## src/cjcrs_pkg.sv

```systemverilog
package cjcrs_pkg;

	// request framing
	localparam logic [7:0] FUNC_COMP = 8'h46;
	localparam logic [7:0] FUNC_EXC = 8'hc6;
	localparam logic [7:0] SUB_READ_STATE = 8'h2f;
	localparam logic [7:0] SUB_WRITE_STATE = 8'h30;
	localparam logic [7:0] ADDR_MIN = 8'h01;
	localparam logic [7:0] ADDR_MAX = 8'hf7;
	localparam logic [7:0] ADDR_SW_CONFIG = 8'h00;

	// refresh state codes
	localparam logic [7:0] STATE_STOPPED = 8'h00;
	localparam logic [7:0] STATE_STARTED = 8'h01;
	localparam logic [7:0] STATE_ONCE = 8'h02;

	// result and exception codes
	localparam logic [7:0] RESULT_OK = 8'h00;
	localparam logic [7:0] RESULT_FAIL = 8'h01;
	localparam logic [7:0] EXC_ILLEGAL_FUNC = 8'h01;
	localparam logic [7:0] EXC_ILLEGAL_VALUE = 8'h03;
	localparam logic [2:0] LEN_EXC = 3'h3;
	localparam logic [2:0] LEN_REPLY = 3'h4;
	localparam logic [7:0] BYTE_ZERO = 8'h00;

	// timing
	localparam int CLK_PERIOD_NS = 100;
	localparam int MOD_WDT_TIME_US = 1000;
	localparam int MOD_WDT_CYCLES = MOD_WDT_TIME_US * 1000 / CLK_PERIOD_NS;
	localparam int CNT_W = 32;

	typedef enum logic [1:0] {
		KIND_MODBUS = 2'b00,
		KIND_RST_READ = 2'b01,
		KIND_MOD_CFG = 2'b10,
		KIND_CH_RANGE = 2'b11
	} cjcrs_kind_t;

	typedef enum logic {
		ST_BOOT = 1'b0,
		ST_RUN = 1'b1
	} cjcrs_state_t;

	typedef struct packed {
		cjcrs_kind_t kind;
		logic [7:0] addr;
		logic [7:0] func;
		logic [7:0] sub;
		logic [7:0] arg;
		logic [7:0] cfg_addr;
		logic [7:0] cfg_format;
		logic [7:0] cfg_type;
	} cjcrs_req_t;

	typedef struct packed {
		logic [7:0] addr;
		logic [7:0] func;
		logic [7:0] b2;
		logic [7:0] b3;
		logic [2:0] len;
	} cjcrs_rsp_t;

	typedef struct packed {
		logic [7:0] addr;
		logic [7:0] format;
		logic [7:0] type_code;
	} cjcrs_cfg_t;

endpackage : cjcrs_pkg

```

## src/cjcrs_core.sv

```systemverilog
`timescale 1ns/1ps
`default_nettype none

// Operation
// read-state request 0x46/0x2F, address 1..247, echoed plus one state byte
// state byte: 0x00 stopped, 0x01 started, 0x02 refresh once
// write-state 0x46/0x30, new state in byte 3; reply echoes plus result
// written 0x02 fires one refresh; 0x00/0x01 stop or start continuous refresh
// unservable compensation request answered with 0xC6 and exception code
// node address zero at power-on: software config mode, load stored settings
// in software config mode switch settings are ignored
// in software config mode config and range commands change stored settings
// host watchdog expiry drives all outputs to their safe state
// module watchdog resets the module when operation stalls
// reset flag set at power-on and on every module watchdog reset
// reset flag reported by reset-flag read, cleared only after that reply
// after any module reset digital outputs take their power-on values
// host watchdog counter restarted by each valid request; limit configurable
module cjcrs_core #(
	parameter int MOD_WDT_CYCLES = cjcrs_pkg::MOD_WDT_CYCLES,
	parameter int DOUT_W = 8
) (
	input wire logic core_clk,
	input wire logic arst_n,
	input wire logic req_valid,
	input wire cjcrs_pkg::cjcrs_req_t req,
	input wire cjcrs_pkg::cjcrs_cfg_t switch_cfg,
	input wire cjcrs_pkg::cjcrs_cfg_t stored_cfg,
	input wire logic core_alive,
	input wire logic host_wdt_en,
	input wire logic [cjcrs_pkg::CNT_W-1:0] host_wdt_limit,
	input wire logic dout_wr_valid,
	input wire logic [DOUT_W-1:0] dout_wr_data,
	input wire logic [DOUT_W-1:0] dout_poweron,
	input wire logic [DOUT_W-1:0] dout_safe,
	output logic rsp_valid,
	output cjcrs_pkg::cjcrs_rsp_t rsp,
	output cjcrs_pkg::cjcrs_cfg_t active_cfg,
	output logic sw_config_mode,
	output logic stored_wr,
	output cjcrs_pkg::cjcrs_cfg_t stored_wr_cfg,
	output logic [7:0] refresh_state,
	output logic refresh_run,
	output logic refresh_once,
	output logic safe_state,
	output logic [DOUT_W-1:0] dout,
	output logic reset_flag,
	output logic module_reset
);

	cjcrs_pkg::cjcrs_state_t state, next_state;
	logic next_rsp_valid, next_sw_config_mode, next_stored_wr, next_refresh_run;
	logic next_refresh_once, next_safe_state, next_reset_flag, next_module_reset;
	cjcrs_pkg::cjcrs_rsp_t next_rsp;
	cjcrs_pkg::cjcrs_cfg_t next_active_cfg, next_stored_wr_cfg;
	logic [7:0] next_refresh_state;
	logic [DOUT_W-1:0] next_dout;
	logic [cjcrs_pkg::CNT_W-1:0] host_cnt, next_host_cnt, mod_cnt, next_mod_cnt;
	logic addr_hit, host_expire, mod_expire;

	// request addressed to this node, and watchdog expiry terms
	assign addr_hit = req_valid && (state == cjcrs_pkg::ST_RUN) && (req.addr == active_cfg.addr)
		&& (req.addr >= cjcrs_pkg::ADDR_MIN) && (req.addr <= cjcrs_pkg::ADDR_MAX);
	assign host_expire = host_wdt_en && !safe_state && (host_cnt >= host_wdt_limit);
	assign mod_expire = (mod_cnt == MOD_WDT_CYCLES[cjcrs_pkg::CNT_W-1:0] - 1'b1);

	// next-state logic for the whole command and supervision path
	always_comb
	begin
		next_state = state;
		next_rsp_valid = 1'b0;
		next_rsp = rsp;
		next_active_cfg = active_cfg;
		next_sw_config_mode = sw_config_mode;
		next_stored_wr = 1'b0;
		next_stored_wr_cfg = stored_wr_cfg;
		next_refresh_state = refresh_state;
		next_refresh_run = refresh_run;
		next_refresh_once = 1'b0;
		next_safe_state = safe_state;
		next_dout = dout;
		next_reset_flag = reset_flag;
		next_module_reset = 1'b0;
		next_host_cnt = host_wdt_en ? host_cnt + 1'b1 : '0;
		next_mod_cnt = core_alive ? '0 : mod_cnt + 1'b1;
		if (state == cjcrs_pkg::ST_BOOT)
		begin
			// power-on strap decides the configuration source
			next_state = cjcrs_pkg::ST_RUN;
			next_dout = dout_poweron;
			if (switch_cfg.addr == cjcrs_pkg::ADDR_SW_CONFIG)
			begin
				next_sw_config_mode = 1'b1;
				next_active_cfg = stored_cfg;
			end
			else
			begin
				next_sw_config_mode = 1'b0;
				next_active_cfg = switch_cfg;
			end
		end
		else
		begin
			// switches follow live only outside software config mode
			if (!sw_config_mode)
				next_active_cfg = switch_cfg;
			if (dout_wr_valid)
				next_dout = dout_wr_data;
			if (addr_hit)
			begin
				next_host_cnt = '0;
				next_safe_state = 1'b0;
				next_rsp.addr = req.addr;
				next_rsp.func = req.func;
				next_rsp.b2 = req.sub;
				next_rsp.b3 = cjcrs_pkg::RESULT_OK;
				next_rsp.len = cjcrs_pkg::LEN_REPLY;
				unique case (req.kind)
					cjcrs_pkg::KIND_MODBUS:
					begin
						next_rsp_valid = (req.func == cjcrs_pkg::FUNC_COMP);
						if (req.sub == cjcrs_pkg::SUB_READ_STATE)
							next_rsp.b3 = refresh_state;
						else if (req.sub == cjcrs_pkg::SUB_WRITE_STATE
							&& req.arg <= cjcrs_pkg::STATE_ONCE)
						begin
							next_refresh_state = req.arg;
							next_refresh_run = (req.arg == cjcrs_pkg::STATE_STARTED);
							next_refresh_once = (req.arg == cjcrs_pkg::STATE_ONCE);
						end
						else
						begin
							// exception frame: address, 0xC6, code
							next_rsp.func = cjcrs_pkg::FUNC_EXC;
							next_rsp.b2 = (req.sub == cjcrs_pkg::SUB_WRITE_STATE)
								? cjcrs_pkg::EXC_ILLEGAL_VALUE : cjcrs_pkg::EXC_ILLEGAL_FUNC;
							next_rsp.b3 = cjcrs_pkg::BYTE_ZERO;
							next_rsp.len = cjcrs_pkg::LEN_EXC;
						end
					end
					cjcrs_pkg::KIND_RST_READ:
					begin
						next_rsp_valid = 1'b1;
						next_rsp.b3 = {7'h00, reset_flag};
						next_reset_flag = 1'b0;
					end
					cjcrs_pkg::KIND_MOD_CFG:
					begin
						next_rsp_valid = 1'b1;
						next_rsp.b3 = sw_config_mode ? cjcrs_pkg::RESULT_OK : cjcrs_pkg::RESULT_FAIL;
						if (sw_config_mode)
						begin
							next_active_cfg.addr = req.cfg_addr;
							next_active_cfg.format = req.cfg_format;
							next_stored_wr = 1'b1;
							next_stored_wr_cfg = next_active_cfg;
						end
					end
					cjcrs_pkg::KIND_CH_RANGE:
					begin
						next_rsp_valid = 1'b1;
						next_rsp.b3 = sw_config_mode ? cjcrs_pkg::RESULT_OK : cjcrs_pkg::RESULT_FAIL;
						if (sw_config_mode)
						begin
							next_active_cfg.type_code = req.cfg_type;
							next_stored_wr = 1'b1;
							next_stored_wr_cfg = next_active_cfg;
						end
					end
				endcase
			end
			else if (host_expire)
			begin
				// lost host: force outputs safe
				next_safe_state = 1'b1;
				next_dout = dout_safe;
			end
			if (mod_expire)
			begin
				// stalled module: reset it; flag set wins over a same-cycle clear
				next_module_reset = 1'b1;
				next_mod_cnt = '0;
				next_reset_flag = 1'b1;
				next_dout = dout_poweron;
				next_safe_state = 1'b0;
				next_host_cnt = '0;
				next_refresh_state = cjcrs_pkg::STATE_STOPPED;
				next_refresh_run = 1'b0;
				next_refresh_once = 1'b0;
				next_rsp_valid = 1'b0;
			end
		end
	end

	// state registers; power-on sets the reset flag
	always_ff @(posedge core_clk or negedge arst_n)
	begin
		if (!arst_n)
		begin
			state <= cjcrs_pkg::ST_BOOT;
			rsp_valid <= 1'b0;
			rsp <= '0;
			active_cfg <= '0;
			sw_config_mode <= 1'b0;
			stored_wr <= 1'b0;
			stored_wr_cfg <= '0;
			refresh_state <= cjcrs_pkg::STATE_STOPPED;
			refresh_run <= 1'b0;
			refresh_once <= 1'b0;
			safe_state <= 1'b0;
			dout <= '0;
			reset_flag <= 1'b1;
			module_reset <= 1'b0;
			host_cnt <= '0;
			mod_cnt <= '0;
		end
		else
		begin
			state <= next_state;
			rsp_valid <= next_rsp_valid;
			rsp <= next_rsp;
			active_cfg <= next_active_cfg;
			sw_config_mode <= next_sw_config_mode;
			stored_wr <= next_stored_wr;
			stored_wr_cfg <= next_stored_wr_cfg;
			refresh_state <= next_refresh_state;
			refresh_run <= next_refresh_run;
			refresh_once <= next_refresh_once;
			safe_state <= next_safe_state;
			dout <= next_dout;
			reset_flag <= next_reset_flag;
			module_reset <= next_module_reset;
			host_cnt <= next_host_cnt;
			mod_cnt <= next_mod_cnt;
		end
	end
endmodule : cjcrs_core

`default_nettype wire

```

## config.mk

```make
export PLATFORM = sky130hd
export DESIGN_NAME = cjcrs_core
export DESIGN_NICKNAME = d
export VERILOG_FILES = /design/src/cjcrs_pkg.sv /design/src/cjcrs_core.sv
export SDC_FILE = /design/constraint.sdc
export NUM_CORES = 1
export LEC_CHECK = 0
export CORE_MARGIN = 8
export CORE_UTILIZATION = 64
export DETAILED_ROUTE_END_ITERATION = 7
export DONT_BUFFER_PORTS = 1
export MAX_ROUTING_LAYER = met4
export PLACE_DENSITY = 0.81
export RECOVER_POWER = 50
export SYNTH_ARGS = -nofsm -noshare
export SYNTH_HDL_FRONTEND = slang
export SYNTH_SLANG_ARGS = --single-unit
```

## constraint.sdc

```tcl
create_clock -name core_clk -period 2.6 [get_ports core_clk]
set_input_delay 0.39 -clock core_clk [delete_from_list [all_inputs] [get_ports core_clk]]
set_output_delay 0.39 -clock core_clk [all_outputs]
set_load 0.01 [all_outputs]
```

==> reports/qor.yml <==
p_int_uw: 4340
grt_pass1_wl_um: 42000
finalHoldViolCount: 171
die_area_um2: 19100
yosysTopAreaCellShare_pct: 44.5
final.fill_count: 1131
chipHeight_um: 138
finalCriticalPeriod_ns: 2.48
layout.nets: 1256
synthCells: 1054
cts_tree: "yes"
hpwl_um: 19400
synth_seq_cells: 171
hold_ws_ns: -0.342
synth_flop_cell: "dfrtp_1"
power_frac_comb_pct: 6.6
core-area_um2: 14500
setup_viol: 0
wl_per_cell_um: 20.8
vdd_drop_max_mv: 0.429
slew_viol_final: 0
drtIter0Drc: 589
antenna_found_initial: 0
clk_pin_slew_worst_paths_ns: 0.07
drt_pre_antenna_iters: 5
io_buffers: 0
p_total_uw: 5760
antenna_left: 0
netlist_area_um2: 9550
violations: "hold timing"
maxCapViolations: 0
synthDistinctLibCells: 64
yosys.area.top_type: "dfrtp_1"
ios: 275
syn-num-nets: 1256
powerDensity_nw_per_um2: 551
fin_tns_setup_ns: 0
gp_congestion: 0.901
die_width_um: 138
h-tree-depth: 4
seq_power_share_pct: 49.4
clock_latency_ns: 0.43
clockPowerShare_pct: 44.0
initial_core_util_pct: 65.7
finClkSkew_ns: 0.00899
switchingPower_uw: 1420
avgSynthCellArea_um2: 9.06
row_count: 44
syn_to_final_growth_pct: 9.38
outcome: "finished with violations"
route.detailed.drc: 0
end_kind: "flop"
cts.sinks: 171
final_cell_mix: "dfrtp_1, nand2_1, nor2_1"
cts_buffer_depth: 2
final_common_cell: "dfrtp_1"
crit_path_start_kind: "flop"
min_path_type: "in -> async"
drive_gt1_share_pct: 9.00
wirelength_um: 26000
grt_pass1_vias: 7834
cts_made_buffers: 17
crit_type: "reg -> reg"
rsz0062_at_grt: "false"
layout_worst_path_cycle_share_pct: 95.3
fmax_ghz: 0.403
synth_edf_count: 0
via_per_inst: 6.32
grtUsageTotal_pct: 27.5
p_sw_share_pct: 24.6
cp_data_arrival_time_ns: 2.79
postCtsSetupBuffers: 0
ys_warn_count: 0
p_leak_uw: 0.00459
async_flop_share_pct: 100
grt_start_max_net_pins: 172
vias: 7911
grt_overflow_total: 0
worstPathMaxFanout: 8
cts-root-buf: "clkbuf_16"
seq_area_frac_synth_pct: 44.8
maxSlewHeadroom_pct: 51.4
tightest_slew_ns: 0.729
synth_area_leaders: "dfrtp_1, nand2_1, nor2_1"
critical_path_required_ns: 2.91
==> power by group through the flow <==
stage                     Sequential (µW)  Clock (µW)  Combinational, µW
after floorplan                      2870           0                287
after CTS                            2850        2580                370
after global routing                 2850        2700                426
after detailed placement             2900           0                368
after global placement               2900           0                356
final                                2850        2530                378
==> critical path, cell delays in order, from the launching register on <==
cell      delay [ns]
dfrtp_1         0.43
ha_1            0.33
a21oi_1         0.14
o21ai_0         0.13
a221o_1         0.31
a211o_1         0.34
o211a_2         0.35
o311ai_1        0.32
==> repair_timing <==
item / in CTS / in global routing
resized for setup: 0 / 11
endpoints found under the setup margin: 0 / 62
endpoints found under the hold margin: 171 / 171
==> layer usage <==
| layer | track usage, % | vias to the layer above | part of all wire [%] |
|---|---|---|---|
| met2 | 44.1 | 318 | 49 |
| li1 | - | 3744 | - |
| met3 | 8.36 | 47 | 8.7 |
| met1 | 32.7 | 3802 | 40 |
| met5 | - | - | 0 |
| met4 | 8.52 | 0 | 2.3 |
==> through the flow <==
stage	instances	instance area, µm²	utilization (%)	setup slack (ns)
after floorplan	1054	9550	-	0.298
after global placement	1219	9830	67.6	0.192
after detailed placement	1219	9830	67.6	0.0600
after CTS	1251	10400	71.7	0.0357
after global routing	1251	10400	71.8	0.0155
final	1252	10400	71.9	0.122
==> cell type report <==
cell class / instances / area [µm²] / share of cell area (%)
diodes: 1 / 2.50 / 0.0240
inverters: 46 / 173 / 1.65
clock buffers: 17 / 425 / 4.07
multi-input cells: 784 / 4890 / 46.8
repair buffers: 34 / 280 / 2.68
well taps: 184 / 230 / 2.20
clock inverters: 15 / 161 / 1.55
flip-flops and latches: 171 / 4280 / 41.0
==> flip-flops by register name (all words and copies together), names as in the netlist <==
| name | count |
|---|---|
| rsp | 34 |
| host_cnt | 32 |
| mod_cnt | 32 |
| active_cfg | 24 |
| stored_wr_cfg | 24 |
| dout | 8 |
| refresh_state | 8 |
| module_reset | 1 |
| refresh_once | 1 |
| refresh_run | 1 |
| reset_flag | 1 |
| rsp_valid | 1 |
| safe_state | 1 |
| state | 1 |
| stored_wr | 1 |
| sw_config_mode | 1 |
==> cell usage after synthesis, types with 9 or more instances <==
cell / n
nor2_1: 122
a22o_1: 10
clkbuf_1: 34
xnor2_1: 39
buf_2: 9
dfrtp_1: 170
mux2i_1: 32
and2_1: 9
inv_1: 45
nand2_1: 141
o21ai_1: 16
a21oi_1: 69
ha_1: 34
and3_1: 11
nand4_1: 29
nor3_1: 12
o21ai_0: 38
nor4_1: 16
a211oi_1: 10
nand3_1: 35
nor2b_1: 18
xor2_1: 27
==> path summary, 6_finish.rpt <==
path                              startpoint            to  slack, ns  cells past startpoint
worst max-delay path            host_cnt[23]       dout[3]       0.12                      7
worst min-delay path                  arst_n       dout[6]      -0.34                      0
worst max register to register  host_cnt[23]       dout[3]       0.12                      7
worst min register to register    mod_cnt[0]    mod_cnt[0]       0.49                      1
max in group asynchronous             arst_n    reset_flag       2.64                      0
min in group core_clk                req[24]  refresh_once       0.04                      1
==> kinds of logic after synthesis <==
logic type	synth area share [%]
muxes	4.30
other	0.0393
adders and majority gates	4.45
xor gates and xnor gates	6.05
buffers and inverters	4.32
AOI/OAI and AO/OA	14.9
and+or+nand+nor	21.1
DFF	44.8
(Power assumes the default switching activity.)
